--- src/inc/port_pin_pkg.sv ---
// shared constants and carrier types for the port pin configuration block
package port_pin_pkg;

  // register addresses and pages
  localparam logic [7:0] ADDR_P1_DATA  = 8'h90;
  localparam logic [7:0] ADDR_OUT_TYPE = 8'hA4;
  localparam logic [7:0] ADDR_DRIVE    = 8'hA4;
  localparam logic [7:0] ADDR_BYPASS   = 8'hD5;
  localparam logic [7:0] ADDR_ANALOG   = 8'hF1;
  localparam logic [3:0] PAGE_CFG      = 4'h0;
  localparam logic [3:0] PAGE_DRV      = 4'hF;

  // reset values
  localparam logic [7:0] RST_LATCH    = 8'hFF;
  localparam logic [7:0] RST_ANALOG   = 8'hFF;
  localparam logic [7:0] RST_OUT_TYPE = 8'h00;
  localparam logic [7:0] RST_DRIVE    = 8'h00;
  localparam logic [7:0] RST_BYPASS   = 8'h00;

  // field positions
  localparam int unsigned BIT_VAL_POS = 0;

  // one special function register access, held for a single cycle
  typedef struct packed {
    logic       wr;
    logic       rd;
    logic       rmw;
    logic       bit_op;
    logic [2:0] bit_idx;
    logic [3:0] page;
    logic [7:0] addr;
    logic [7:0] wdata;
  } sfr_req_s;

  // registered read answer
  typedef struct packed {
    logic       valid;
    logic       hit;
    logic [7:0] data;
  } sfr_rsp_s;

  // pad drive controls for one 8-bit port
  typedef struct packed {
    logic [7:0] out;
    logic [7:0] oe;
    logic [7:0] pullup_en;
    logic [7:0] receiver_en;
    logic [7:0] drive_high;
  } pad_ctrl_s;

endpackage

--- src/hw/sfr_byte.sv ---
// one byte-wide special function register with page decode and bit writes
`timescale 1ns/1ns
module sfr_byte
  import port_pin_pkg::*;
#(
  parameter logic [7:0] ADDR     = 8'h00,
  parameter logic [3:0] PAGE     = 4'h0,
  parameter bit         ANY_PAGE = 1'b0,
  parameter bit         BIT_ADDR = 1'b0,
  parameter logic [7:0] RESET    = 8'h00
) (
  // clock and reset
  input  wire logic     mclk,
  input  wire logic     arst_n,
  // access
  input  wire sfr_req_s req,
  output logic          sel,
  output logic [7:0]    q
);

  // page is ignored for registers visible on every page
  assign sel = (req.addr == ADDR) && (ANY_PAGE || (req.page == PAGE));

  // bit writes reach only bit-addressable registers; others ignore them
  always_ff @(posedge mclk or negedge arst_n) begin
    if (!arst_n) begin
      q <= RESET;
    end else if (req.wr && sel) begin
      if (!req.bit_op) begin
        q <= req.wdata;
      end else if (BIT_ADDR) begin
        q[req.bit_idx] <= req.wdata[BIT_VAL_POS];
      end
    end
  end

endmodule

--- src/hw/port_pin_config.sv ---
// pin configuration and data logic for port 0 and port 1
//
// Contract
// - a 0 in port0_analog_select puts its pin in analog mode without pullup or receiver.
// - port0_output_type bit 0 gives open-drain, 1 push-pull, even on analog pins.
// - port0_drive_strength bit 0 selects low drive, 1 selects high drive.
// - output type decodes at 0xA4 on page 0x0, drive strength at 0xA4 on page 0xF.
// - a write to port1_data_latch loads each written bit into that pin's latch.
// - a plain read of port1_data_latch returns the digital pin levels, not the latch.
// - port1_data_latch answers at 0x90 on every page, by byte or by single bit.
// - a 1 in port1_crossbar_bypass makes the crossbar skip that pin.
// - reset leaves analog select all 1, type and drive all 0, latch all 1, bypass all 0.
// - read-modify-write accesses read the latch rather than the pin level.
// - two-wire serial bus pins are always open-drain whatever their type bit.
`timescale 1ns/1ns
module port_pin_config
  import port_pin_pkg::*;
(
  // clock and reset
  input  wire logic       mclk,
  input  wire logic       arst_n,
  // special function register access
  input  wire sfr_req_s   sfr_req,
  output sfr_rsp_s        sfr_rsp,
  // port 0 pads
  input  wire logic [7:0] port0_out_data,
  input  wire logic [7:0] port0_twowire,
  input  wire logic [7:0] port0_pin_in,
  output pad_ctrl_s       port0_pad,
  output logic [7:0]      port0_pin_level,
  // port 1 pads and crossbar
  input  wire logic [7:0] port1_pin_in,
  input  wire logic [7:0] port1_receiver_en,
  output logic [7:0]      port1_latch_out,
  output logic [7:0]      port1_skip
);

  logic [7:0] analog_q;
  logic [7:0] type_q;
  logic [7:0] drive_q;
  logic [7:0] latch_q;
  logic [7:0] bypass_q;
  logic       analog_sel;
  logic       type_sel;
  logic       drive_sel;
  logic       latch_sel;
  logic       bypass_sel;
  logic [7:0] push_pull;
  logic [7:0] p1_level;
  logic [7:0] rd_next;
  logic       hit_next;

  // configuration registers, each decoded by address and, except the port 1 latch, by page
  sfr_byte #(
    .ADDR(ADDR_ANALOG), .PAGE(PAGE_CFG), .ANY_PAGE(1'b0), .BIT_ADDR(1'b0), .RESET(RST_ANALOG)
  ) u_analog (
    .mclk(mclk), .arst_n(arst_n), .req(sfr_req), .sel(analog_sel), .q(analog_q)
  );

  sfr_byte #(
    .ADDR(ADDR_OUT_TYPE), .PAGE(PAGE_CFG), .ANY_PAGE(1'b0), .BIT_ADDR(1'b0), .RESET(RST_OUT_TYPE)
  ) u_out_type (
    .mclk(mclk), .arst_n(arst_n), .req(sfr_req), .sel(type_sel), .q(type_q)
  );

  sfr_byte #(
    .ADDR(ADDR_DRIVE), .PAGE(PAGE_DRV), .ANY_PAGE(1'b0), .BIT_ADDR(1'b0), .RESET(RST_DRIVE)
  ) u_drive (
    .mclk(mclk), .arst_n(arst_n), .req(sfr_req), .sel(drive_sel), .q(drive_q)
  );

  sfr_byte #(
    .ADDR(ADDR_P1_DATA), .PAGE(PAGE_CFG), .ANY_PAGE(1'b1), .BIT_ADDR(1'b1), .RESET(RST_LATCH)
  ) u_latch (
    .mclk(mclk), .arst_n(arst_n), .req(sfr_req), .sel(latch_sel), .q(latch_q)
  );

  sfr_byte #(
    .ADDR(ADDR_BYPASS), .PAGE(PAGE_CFG), .ANY_PAGE(1'b0), .BIT_ADDR(1'b0), .RESET(RST_BYPASS)
  ) u_bypass (
    .mclk(mclk), .arst_n(arst_n), .req(sfr_req), .sel(bypass_sel), .q(bypass_q)
  );

  // port 0 pad controls; analog mode leaves the driver alone on purpose
  assign push_pull             = type_q & ~port0_twowire;
  assign port0_pad.oe          = push_pull | ~port0_out_data;
  assign port0_pad.out         = port0_out_data & push_pull;
  assign port0_pad.pullup_en   = analog_q;
  assign port0_pad.receiver_en = analog_q;
  assign port0_pad.drive_high  = drive_q;
  assign port0_pin_level       = port0_pin_in & analog_q;

  // port 1 latch and crossbar skip go straight out of their registers
  assign port1_latch_out = latch_q;
  assign port1_skip      = bypass_q;
  // an analog pin has no digital receiver and so reads low
  assign p1_level        = port1_pin_in & port1_receiver_en;

  // read select; read-modify-write sees the latch so open-drain highs survive
  always_comb begin
    rd_next  = 8'h00;
    hit_next = 1'b1;
    if (latch_sel) begin
      rd_next = sfr_req.rmw ? latch_q : p1_level;
    end else if (type_sel) begin
      rd_next = type_q;
    end else if (drive_sel) begin
      rd_next = drive_q;
    end else if (bypass_sel) begin
      rd_next = bypass_q;
    end else if (analog_sel) begin
      rd_next = analog_q;
    end else begin
      hit_next = 1'b0;
    end
  end

  // registered read answer, one cycle after the strobe
  always_ff @(posedge mclk or negedge arst_n) begin
    if (!arst_n) begin
      sfr_rsp <= '0;
    end else begin
      sfr_rsp.valid <= sfr_req.rd;
      sfr_rsp.hit   <= sfr_req.rd & hit_next;
      sfr_rsp.data  <= sfr_req.rd ? rd_next : 8'h00;
    end
  end

  // helper: marks the first edge after reset release
  logic boot_reg;
  always_ff @(posedge mclk or negedge arst_n) begin
    if (!arst_n) begin
      boot_reg <= 1'b1;
    end else begin
      boot_reg <= 1'b0;
    end
  end
endmodule

--- config.mk ---
export PLATFORM = sky130hd
export DESIGN_NAME = port_pin_config
export DESIGN_NICKNAME = d
export VERILOG_FILES = /design/src/inc/port_pin_pkg.sv /design/src/hw/sfr_byte.sv /design/src/hw/port_pin_config.sv
export SDC_FILE = /design/constraint.sdc
export NUM_CORES = 1
export LEC_CHECK = 0
export BUFFER_PORTS_ARGS = -buffer_cell sky130_fd_sc_hd__buf_2
export CAP_MARGIN = 0
export CORE_MARGIN = 5
export CORE_UTILIZATION = 33
export CTS_CLUSTER_SIZE = 20
export DETAILED_ROUTE_END_ITERATION = 8
export GPL_TIMING_DRIVEN = 1
export SLEW_MARGIN = 20
export SYNTH_ARGS = -nofsm -noshare
export SYNTH_HDL_FRONTEND = slang
export SYNTH_SLANG_ARGS = --single-unit
--- constraint.sdc ---
create_clock -name mclk -period 3 [get_ports mclk]
set_clock_uncertainty 0.05 [all_clocks]
set_input_delay 0.45 -clock mclk [delete_from_list [all_inputs] [get_ports mclk]]
set_output_delay 0.45 -clock mclk [all_outputs]
set_load 0.03 [all_outputs]
==> results of run 1 <==
-- per-layer routing --
metal,global-route usage,vias up
li1,-,1285
met1,0.2416,1287
met2,0.2642,123
met3,0.03451,5
met4,0.03027,0
met5,0,-
-- cell families (layout without fill, tap and decap cells) --
| group | count (synthesis) | in the layout | share of synthesized area |
|---|---|---|---|
| AOI/OAI and AO/OA | 76 | 76 | 0.1703 |
| buffers and inverters | 28 | 167 | 0.04808 |
| DFF | 50 | 50 | 0.4482 |
| muxes | 37 | 37 | 0.1487 |
| and+or+nand+nor | 84 | 84 | 0.1848 |
-- power breakdown --
part	switching, uW	internal [uW]	total, uW
registers	1.90	678	680
clock network	223	246	469
logic	97.8	60.0	158
total	322	984	1310
-- sequential cells by signal, summed over array words and instances, names as in the netlist --
name          flops
u_drive.q         8
sfr_rsp          10
u_bypass.q        8
u_analog.q        8
u_out_type.q      8
u_latch.q         8
-- final cells by class --
class / instances / area [sq um]
fill: 815 / 4549
multi-input combinational: 197 / 1435
clock buffer: 5 / 68.82
tap: 105 / 131.4
inverter: 10 / 37.54
sequential: 50 / 1271
clock inverter: 3 / 40.04
timing repair buffer: 149 / 765.7
-- critical path: stages --
cell      delay [ps]
buf_2            100
or4_4            640
nor4_4           580
a221oi_1         190
a21oi_1          220
o221a_1          210
-- cells in the final DEF, fill, tap and decap left out, drive strengths merged, types with 2 or more instances in the layout --
cell    count
buf       149
dfrtp      34
mux2       32
o21ai      29
nand2      26
a21oi      21
dfstp      16
nor2       15
nor3b      11
inv        10
and2        8
a221oi      7
o221a       7
mux2i       5
o22ai       5
clkbuf      5
nand3       5
nand2b      3
nor4b       2
nand4       2
nand4b      2
nor4        2
a221o       2
nand3b      2
clkinv      2
-- path summary, 6_finish.rpt --
kind	from	end	slack, ps	cells past startpoint
hold / removal	arst_n	u_drive.q[2]	100	1
hold reg to reg	u_latch.q[7]	u_latch.q[7]	480	2
min in group mclk	sfr_req[25]	sfr_rsp[9]	330	1
setup reg to reg	u_bypass.q[4]	sfr_rsp[4]	1760	3
setup / recovery	sfr_req[16]	sfr_rsp[5]	790	6
max in group asynchronous	arst_n	u_latch.q[6]	2200	2
-- per-stage QoR --
step	total power [uW]	setup slack, ps	util
final	1306	787.8	0.4518
after global routing	1367	709.5	0.4518
after CTS	1314	807.6	0.4515
after detailed placement	850.3	501.6	0.4384
after global placement	848.1	544.8	0.4384
after floorplan	756.8	851.2	-
==> results.sh, run 1 <==
export IMPL_hold_viol_final=0
export IMPL_syn_inst=275
export IMPL_grt_pass1_vias=2701
export IMPL_crit_type="in2reg"
export IMPL_syn_to_final_growth_pct=32.20
export IMPL_core_area_sq_mm=0.008299
export IMPL_drv_cap=0
export IMPL_ir_drop_mv=0.1809
export IMPL_yosysTopAreaCell="dfrtp_1"
export IMPL_diodes=0
export IMPL_grt_max_degree=47
export IMPL_drt_met1_wl_microns=4084
export IMPL_io_pins=143
export IMPL_worst_slew_pin_slew_ps=637.8
export IMPL_die_h_microns=102.7
export IMPL_synth_common_cells="34 x dfrtp_1, 27 x o21ai_0, 24 x nand2_1"
export IMPL_fmax_mhz=452.0
export IMPL_numClockSinks=50
export IMPL_power_density_mw_per_mm2=348.3
export IMPL_detail_route_vias_per_cell=5.202
export IMPL_crit_arrival_ps=2400
export IMPL_layout_min_cycle_time_ps=2212
export IMPL_start_util=0.3418
export IMPL_yosysTopAreaCellShare=0.3000
export IMPL_period_share=0.7374
export IMPL_wl_met2_microns=3971
export IMPL_drt_first_pass_iters=4
export IMPL_ant_nets=0
export IMPL_dr_first_iter_drc_count=83
export IMPL_die_w_microns=102.7
export IMPL_wl_per_cell_microns=17.15
export IMPL_antenna_found_initial=0
export IMPL_slew_limit_headroom=0.5737
export IMPL_place_gp_congestion=0.8569
export IMPL_vias=2700
export IMPL_synth_cell_types=44
export IMPL_nets=482
export IMPL_rsz0062_at_grt="no"
export IMPL_crit_fanout=12
export IMPL_syn_nets=344
export IMPL_synth_edf_count=0
export IMPL_wl_microns=8901
export IMPL_grt_pass1_wl_microns=13810
export IMPL_grt_overflow_total=0
export IMPL_cp_required_ps=3190
export IMPL_ys_ff_latch=50
export IMPL_dp_cells=511
export IMPL_yosys_warnings=0
export IMPL_drive_above_1_share=0.4710
export IMPL_wl_met3_microns=783
export IMPL_syn_avg_cell_area_sq_um=10.31
export IMPL_tns_ps=0
export IMPL_cts_buffer_depth=2
export IMPL_ctsResizeCount=0
export IMPL_ys_async_sr_fraction=1.000
export IMPL_ys_flop_type="dfrtp_1"
export IMPL_clock_latency_ps=300
export IMPL_dieArea_sq_mm=0.01055
export IMPL_status="finished, final reports clean"
export IMPL_placed_area_sq_mm=0.003638
export IMPL_cts_post_setup_buffers_inserted=0
export IMPL_rows=33
export IMPL_synth_top_cells_by_area="dfrtp_1 30%, dfstp_2 15%, mux2_1 7.9%"
export IMPL_root_buffer="clkbuf_8"
export IMPL_drcViolationCount=0
export IMPL_design_area_sq_mm=0.003750
export IMPL_stdcell_count=519
export IMPL_cts_tree="yes"
export IMPL_dp_hpwl_microns=7176
export IMPL_yosysMostFrequentCell="dfrtp_1"
export IMPL_critPathCaptureType="flip-flop"
export IMPL_maxSlewViolCount=0
export IMPL_start_kind="input port"
export IMPL_p_leak_uw=0.001930
export IMPL_setup_violations=0
export IMPL_cts_buffers=5
export IMPL_fin_hold_ws_ps=99.69
export IMPL_hold_buffers=0
export IMPL_h_tree_depth=2
export IMPL_path_clk_slew_ps=90
export IMPL_syn_cell_area_sq_mm=0.002836
export IMPL_io_buffers=142
export IMPL_track_usage=0.1679
export IMPL_hold_path_class="in2async"
export IMPL_highest_layer="met4"
export IMPL_ys_seq_area_frac=0.4482
Power figures use the tool's default switching activity.
==> inputs of run 2 (changes only) <==
--- a/config.mk
+++ b/config.mk
@@ -5,6 +5,7 @@
 export SDC_FILE = /design/constraint.sdc
 export NUM_CORES = 1
 export LEC_CHECK = 0
+export ABC_AREA = 1
 export BUFFER_PORTS_ARGS = -buffer_cell sky130_fd_sc_hd__buf_2
 export CAP_MARGIN = 0
 export CORE_MARGIN = 5
==> constraint.sdc (replaced) <==
create_clock -name mclk -period 2.3 [get_ports mclk]
set_clock_uncertainty 0.05 [all_clocks]
set_input_delay 0.345 -clock mclk [delete_from_list [all_inputs] [get_ports mclk]]
set_output_delay 0.345 -clock mclk [all_outputs]
set_load 0.03 [all_outputs]
==> run 2 against run 1 <==
Compared with the run above:
- via count up 12%
- die area increased by 8.7%
- sequential share of layout area is 1.6 points lower
- synthesized area is 9.7% higher
- non-clock buffer count shrank 5
- clock power rose by 21%
- worst hold slack improved by 87 ps
- critical path type is now reg2out
- critical endpoint is now port0_pad[36]
- largest power group unchanged
==> results.sh, run 2 <==
export IMPL_hold_path_class="in2reg"
export IMPL_hold_viol_final=0
export IMPL_synth_edf_count=0
export IMPL_detail_route_vias_per_cell=4.655
export IMPL_rows=35
export IMPL_ys_async_sr_fraction=1.000
export IMPL_multi_input_area_sq_mm=0.001476
export IMPL_syn_to_final_growth_pct=26.54
export IMPL_maxSlewViolCount=0
export IMPL_syn_cell_area_sq_mm=0.003112
export IMPL_slew_limit_headroom=0.6199
export IMPL_ys_seq_area_frac=0.4085
export IMPL_root_buffer="clkbuf_8"
export IMPL_power_density_mw_per_mm2=435.3
export IMPL_yosysMostFrequentCell="nand2_1"
export IMPL_ys_ff_latch=50
export IMPL_r2r_start="u_latch.q[0]"
export IMPL_clock_latency_ps=310
export IMPL_numClockSinks=50
export IMPL_die_w_microns=107.1
export IMPL_tns_ps=0
export IMPL_wl_microns=9398
export IMPL_track_usage=0.1628
export IMPL_vias=3035
export IMPL_h_tree_depth=2
export IMPL_hold_buffers=1
export IMPL_rsz0062_at_grt="no"
export IMPL_fmax_mhz=618.9
export IMPL_seq_power_share=0.524
export IMPL_power_total_uw=1714
export IMPL_p_leak_uw=0.002235
export IMPL_fin_ws_ps=684.2
export IMPL_cts_tree="yes"
export IMPL_cts_buffer_depth=2
export IMPL_dr_first_iter_drc_count=186
export IMPL_crit_fanout=3
export IMPL_drv_cap=0
export IMPL_cp_startpoint="u_out_type.q[4]"
export IMPL_io_buffers=142
export IMPL_timing_hold_worst_start="sfr_req[25]"
export IMPL_grt_max_degree=44
export IMPL_synth_cell_types=30
export IMPL_nets=609
export IMPL_grt_pass1_wl_microns=14900
export IMPL_cts_post_setup_buffers_inserted=0
export IMPL_dieArea_sq_mm=0.01147
export IMPL_io_pins=143
export IMPL_yosysTopAreaCell="dfrtp_1"
export IMPL_start_util=0.3384
export IMPL_ir_drop_mv=0.2357
export IMPL_diodes=0
export IMPL_die_h_microns=107.1
export IMPL_fin_hold_ws_ps=187.0
export IMPL_layout_common_cells="142 x buf_2, 96 x nand2_1, 55 x inv_1"
export IMPL_dp_hpwl_microns=7503
export IMPL_regMostFlops="sfr_rsp"
export IMPL_worst_slew_pin_slew_ps=570.1
export IMPL_syn_nets=475
export IMPL_critPathCaptureType="primary output"
export IMPL_cts_buffers=5
export IMPL_cp_required_ps=1900
export IMPL_wl_per_cell_microns=14.41
export IMPL_combPwrFrac=0.144
export IMPL_p_sw_frac=0.2969
export IMPL_intPower_uw=1205
export IMPL_ys_flop_type="dfrtp_1"
export IMPL_regArea_sq_mm=0.001271
export IMPL_final_util=0.4282
export IMPL_yosysTopAreaCellShare=0.2734
export IMPL_drt_first_pass_iters=4
export IMPL_antenna_found_initial=0
export IMPL_drive_above_1_share=0.3919
export IMPL_switchingPower_uw=508.9
export IMPL_syn_inst=406
export IMPL_status="finished, final reports clean"
export IMPL_largest_register_ffs=10
export IMPL_final_common_cell="buf_2"
export IMPL_grt_overflow_total=0
export IMPL_grt_pass1_vias=2953
export IMPL_pwr_share_clk=0.331
export IMPL_place_gp_congestion=0.8378
export IMPL_crit_type="reg2out"
export IMPL_syn_avg_cell_area_sq_um=7.664
export IMPL_setup_violations=0
export IMPL_path_clk_slew_ps=110
export IMPL_yosys_warnings=0
export IMPL_ctsResizeCount=0
export IMPL_start_kind="flip-flop"
export IMPL_core_area_sq_mm=0.009196
export IMPL_crit_arrival_ps=1220
export IMPL_post_place_ws_ps=603.7
export IMPL_synth_top_cells_by_area="dfrtp_1 27%, dfstp_2 14%, nand2_1 12%"
export IMPL_synth_common_cells="96 x nand2_1, 55 x inv_1, 46 x nor2_1"
export IMPL_layout_min_cycle_time_ps=1616
export IMPL_period_share=0.7025
export IMPL_nFillCells=960
export IMPL_ant_nets=0
export IMPL_drcViolationCount=0
## run 2: changes by cell type in the layout (fill, tap and decap cells not counted), moves of 10 or more
cell     delta
inv_1      +45
o21ai_2    +16
mux2_1     -20
a21oi_1    +10
nor2_1     +32
nand2_1    +72
## run 2: final cells by class
type	count	area share
tap	111	0.03527
multi-input combinational	279	0.3750
sequential	50	0.3228
clock inverter	3	0.007309
timing repair buffer	144	0.1849
clock buffer	5	0.01748
inverter	60	0.05720
## run 2: critical path, stage by stage (launching register included)
cell and delay (ps):
dfrtp_1 440, inv_1 80, nor3b_1 170, buf_2 230
## run 2: power by group through the flow
stage / Combinational (uW) / Sequential (uW) / Clock, uW
2_1_floorplan: 106 / 929 / 0
3_3_place_gp: 244 / 915 / 0
3_5_place_dp: 248 / 915 / 0
4_1_cts: 250 / 899 / 579
5_1_grt: 274 / 900 / 620
6_report: 248 / 899 / 568
## run 2: path summary, 6_finish.rpt
check / depth (start not counted) / slack [ps] / endpoint
setup / recovery: 3 / 680 / port0_pad[36]
hold / removal: 1 / 190 / sfr_rsp[9]
setup reg to reg: 4 / 940 / sfr_rsp[0]
hold reg to reg: 2 / 430 / u_latch.q[1]
max in group asynchronous: 3 / 1060 / u_analog.q[3]
min in group asynchronous: 2 / 320 / sfr_rsp[9]
## run 2: cells by family after synthesis
family	after synthesis	synth area share
flops	50	0.4085
buf+inv	77	0.1170
compound gates	97	0.1846
simple gates	182	0.2899
## run 2: metrics by stage
| stage | std cells | cell area, sq um |
|---|---|---|
| finish | 652 | 3938 |
| global route | 652 | 3938 |
| CTS | 652 | 3938 |
| detailed placement | 643 | 3830 |
| global placement | 643 | 3830 |
| floorplan | 406 | 3112 |
## run 2: per-layer routing
layer,vias to the layer above,wire length (microns),share of wire,track usage
met3,11,557,0.059,0.03191
met5,-,0,0,0
met4,0,117,0.012,0.04201
met1,1377,4254,0.45,0.2202
met2,95,4468,0.48,0.2663
li1,1552,-,-,-
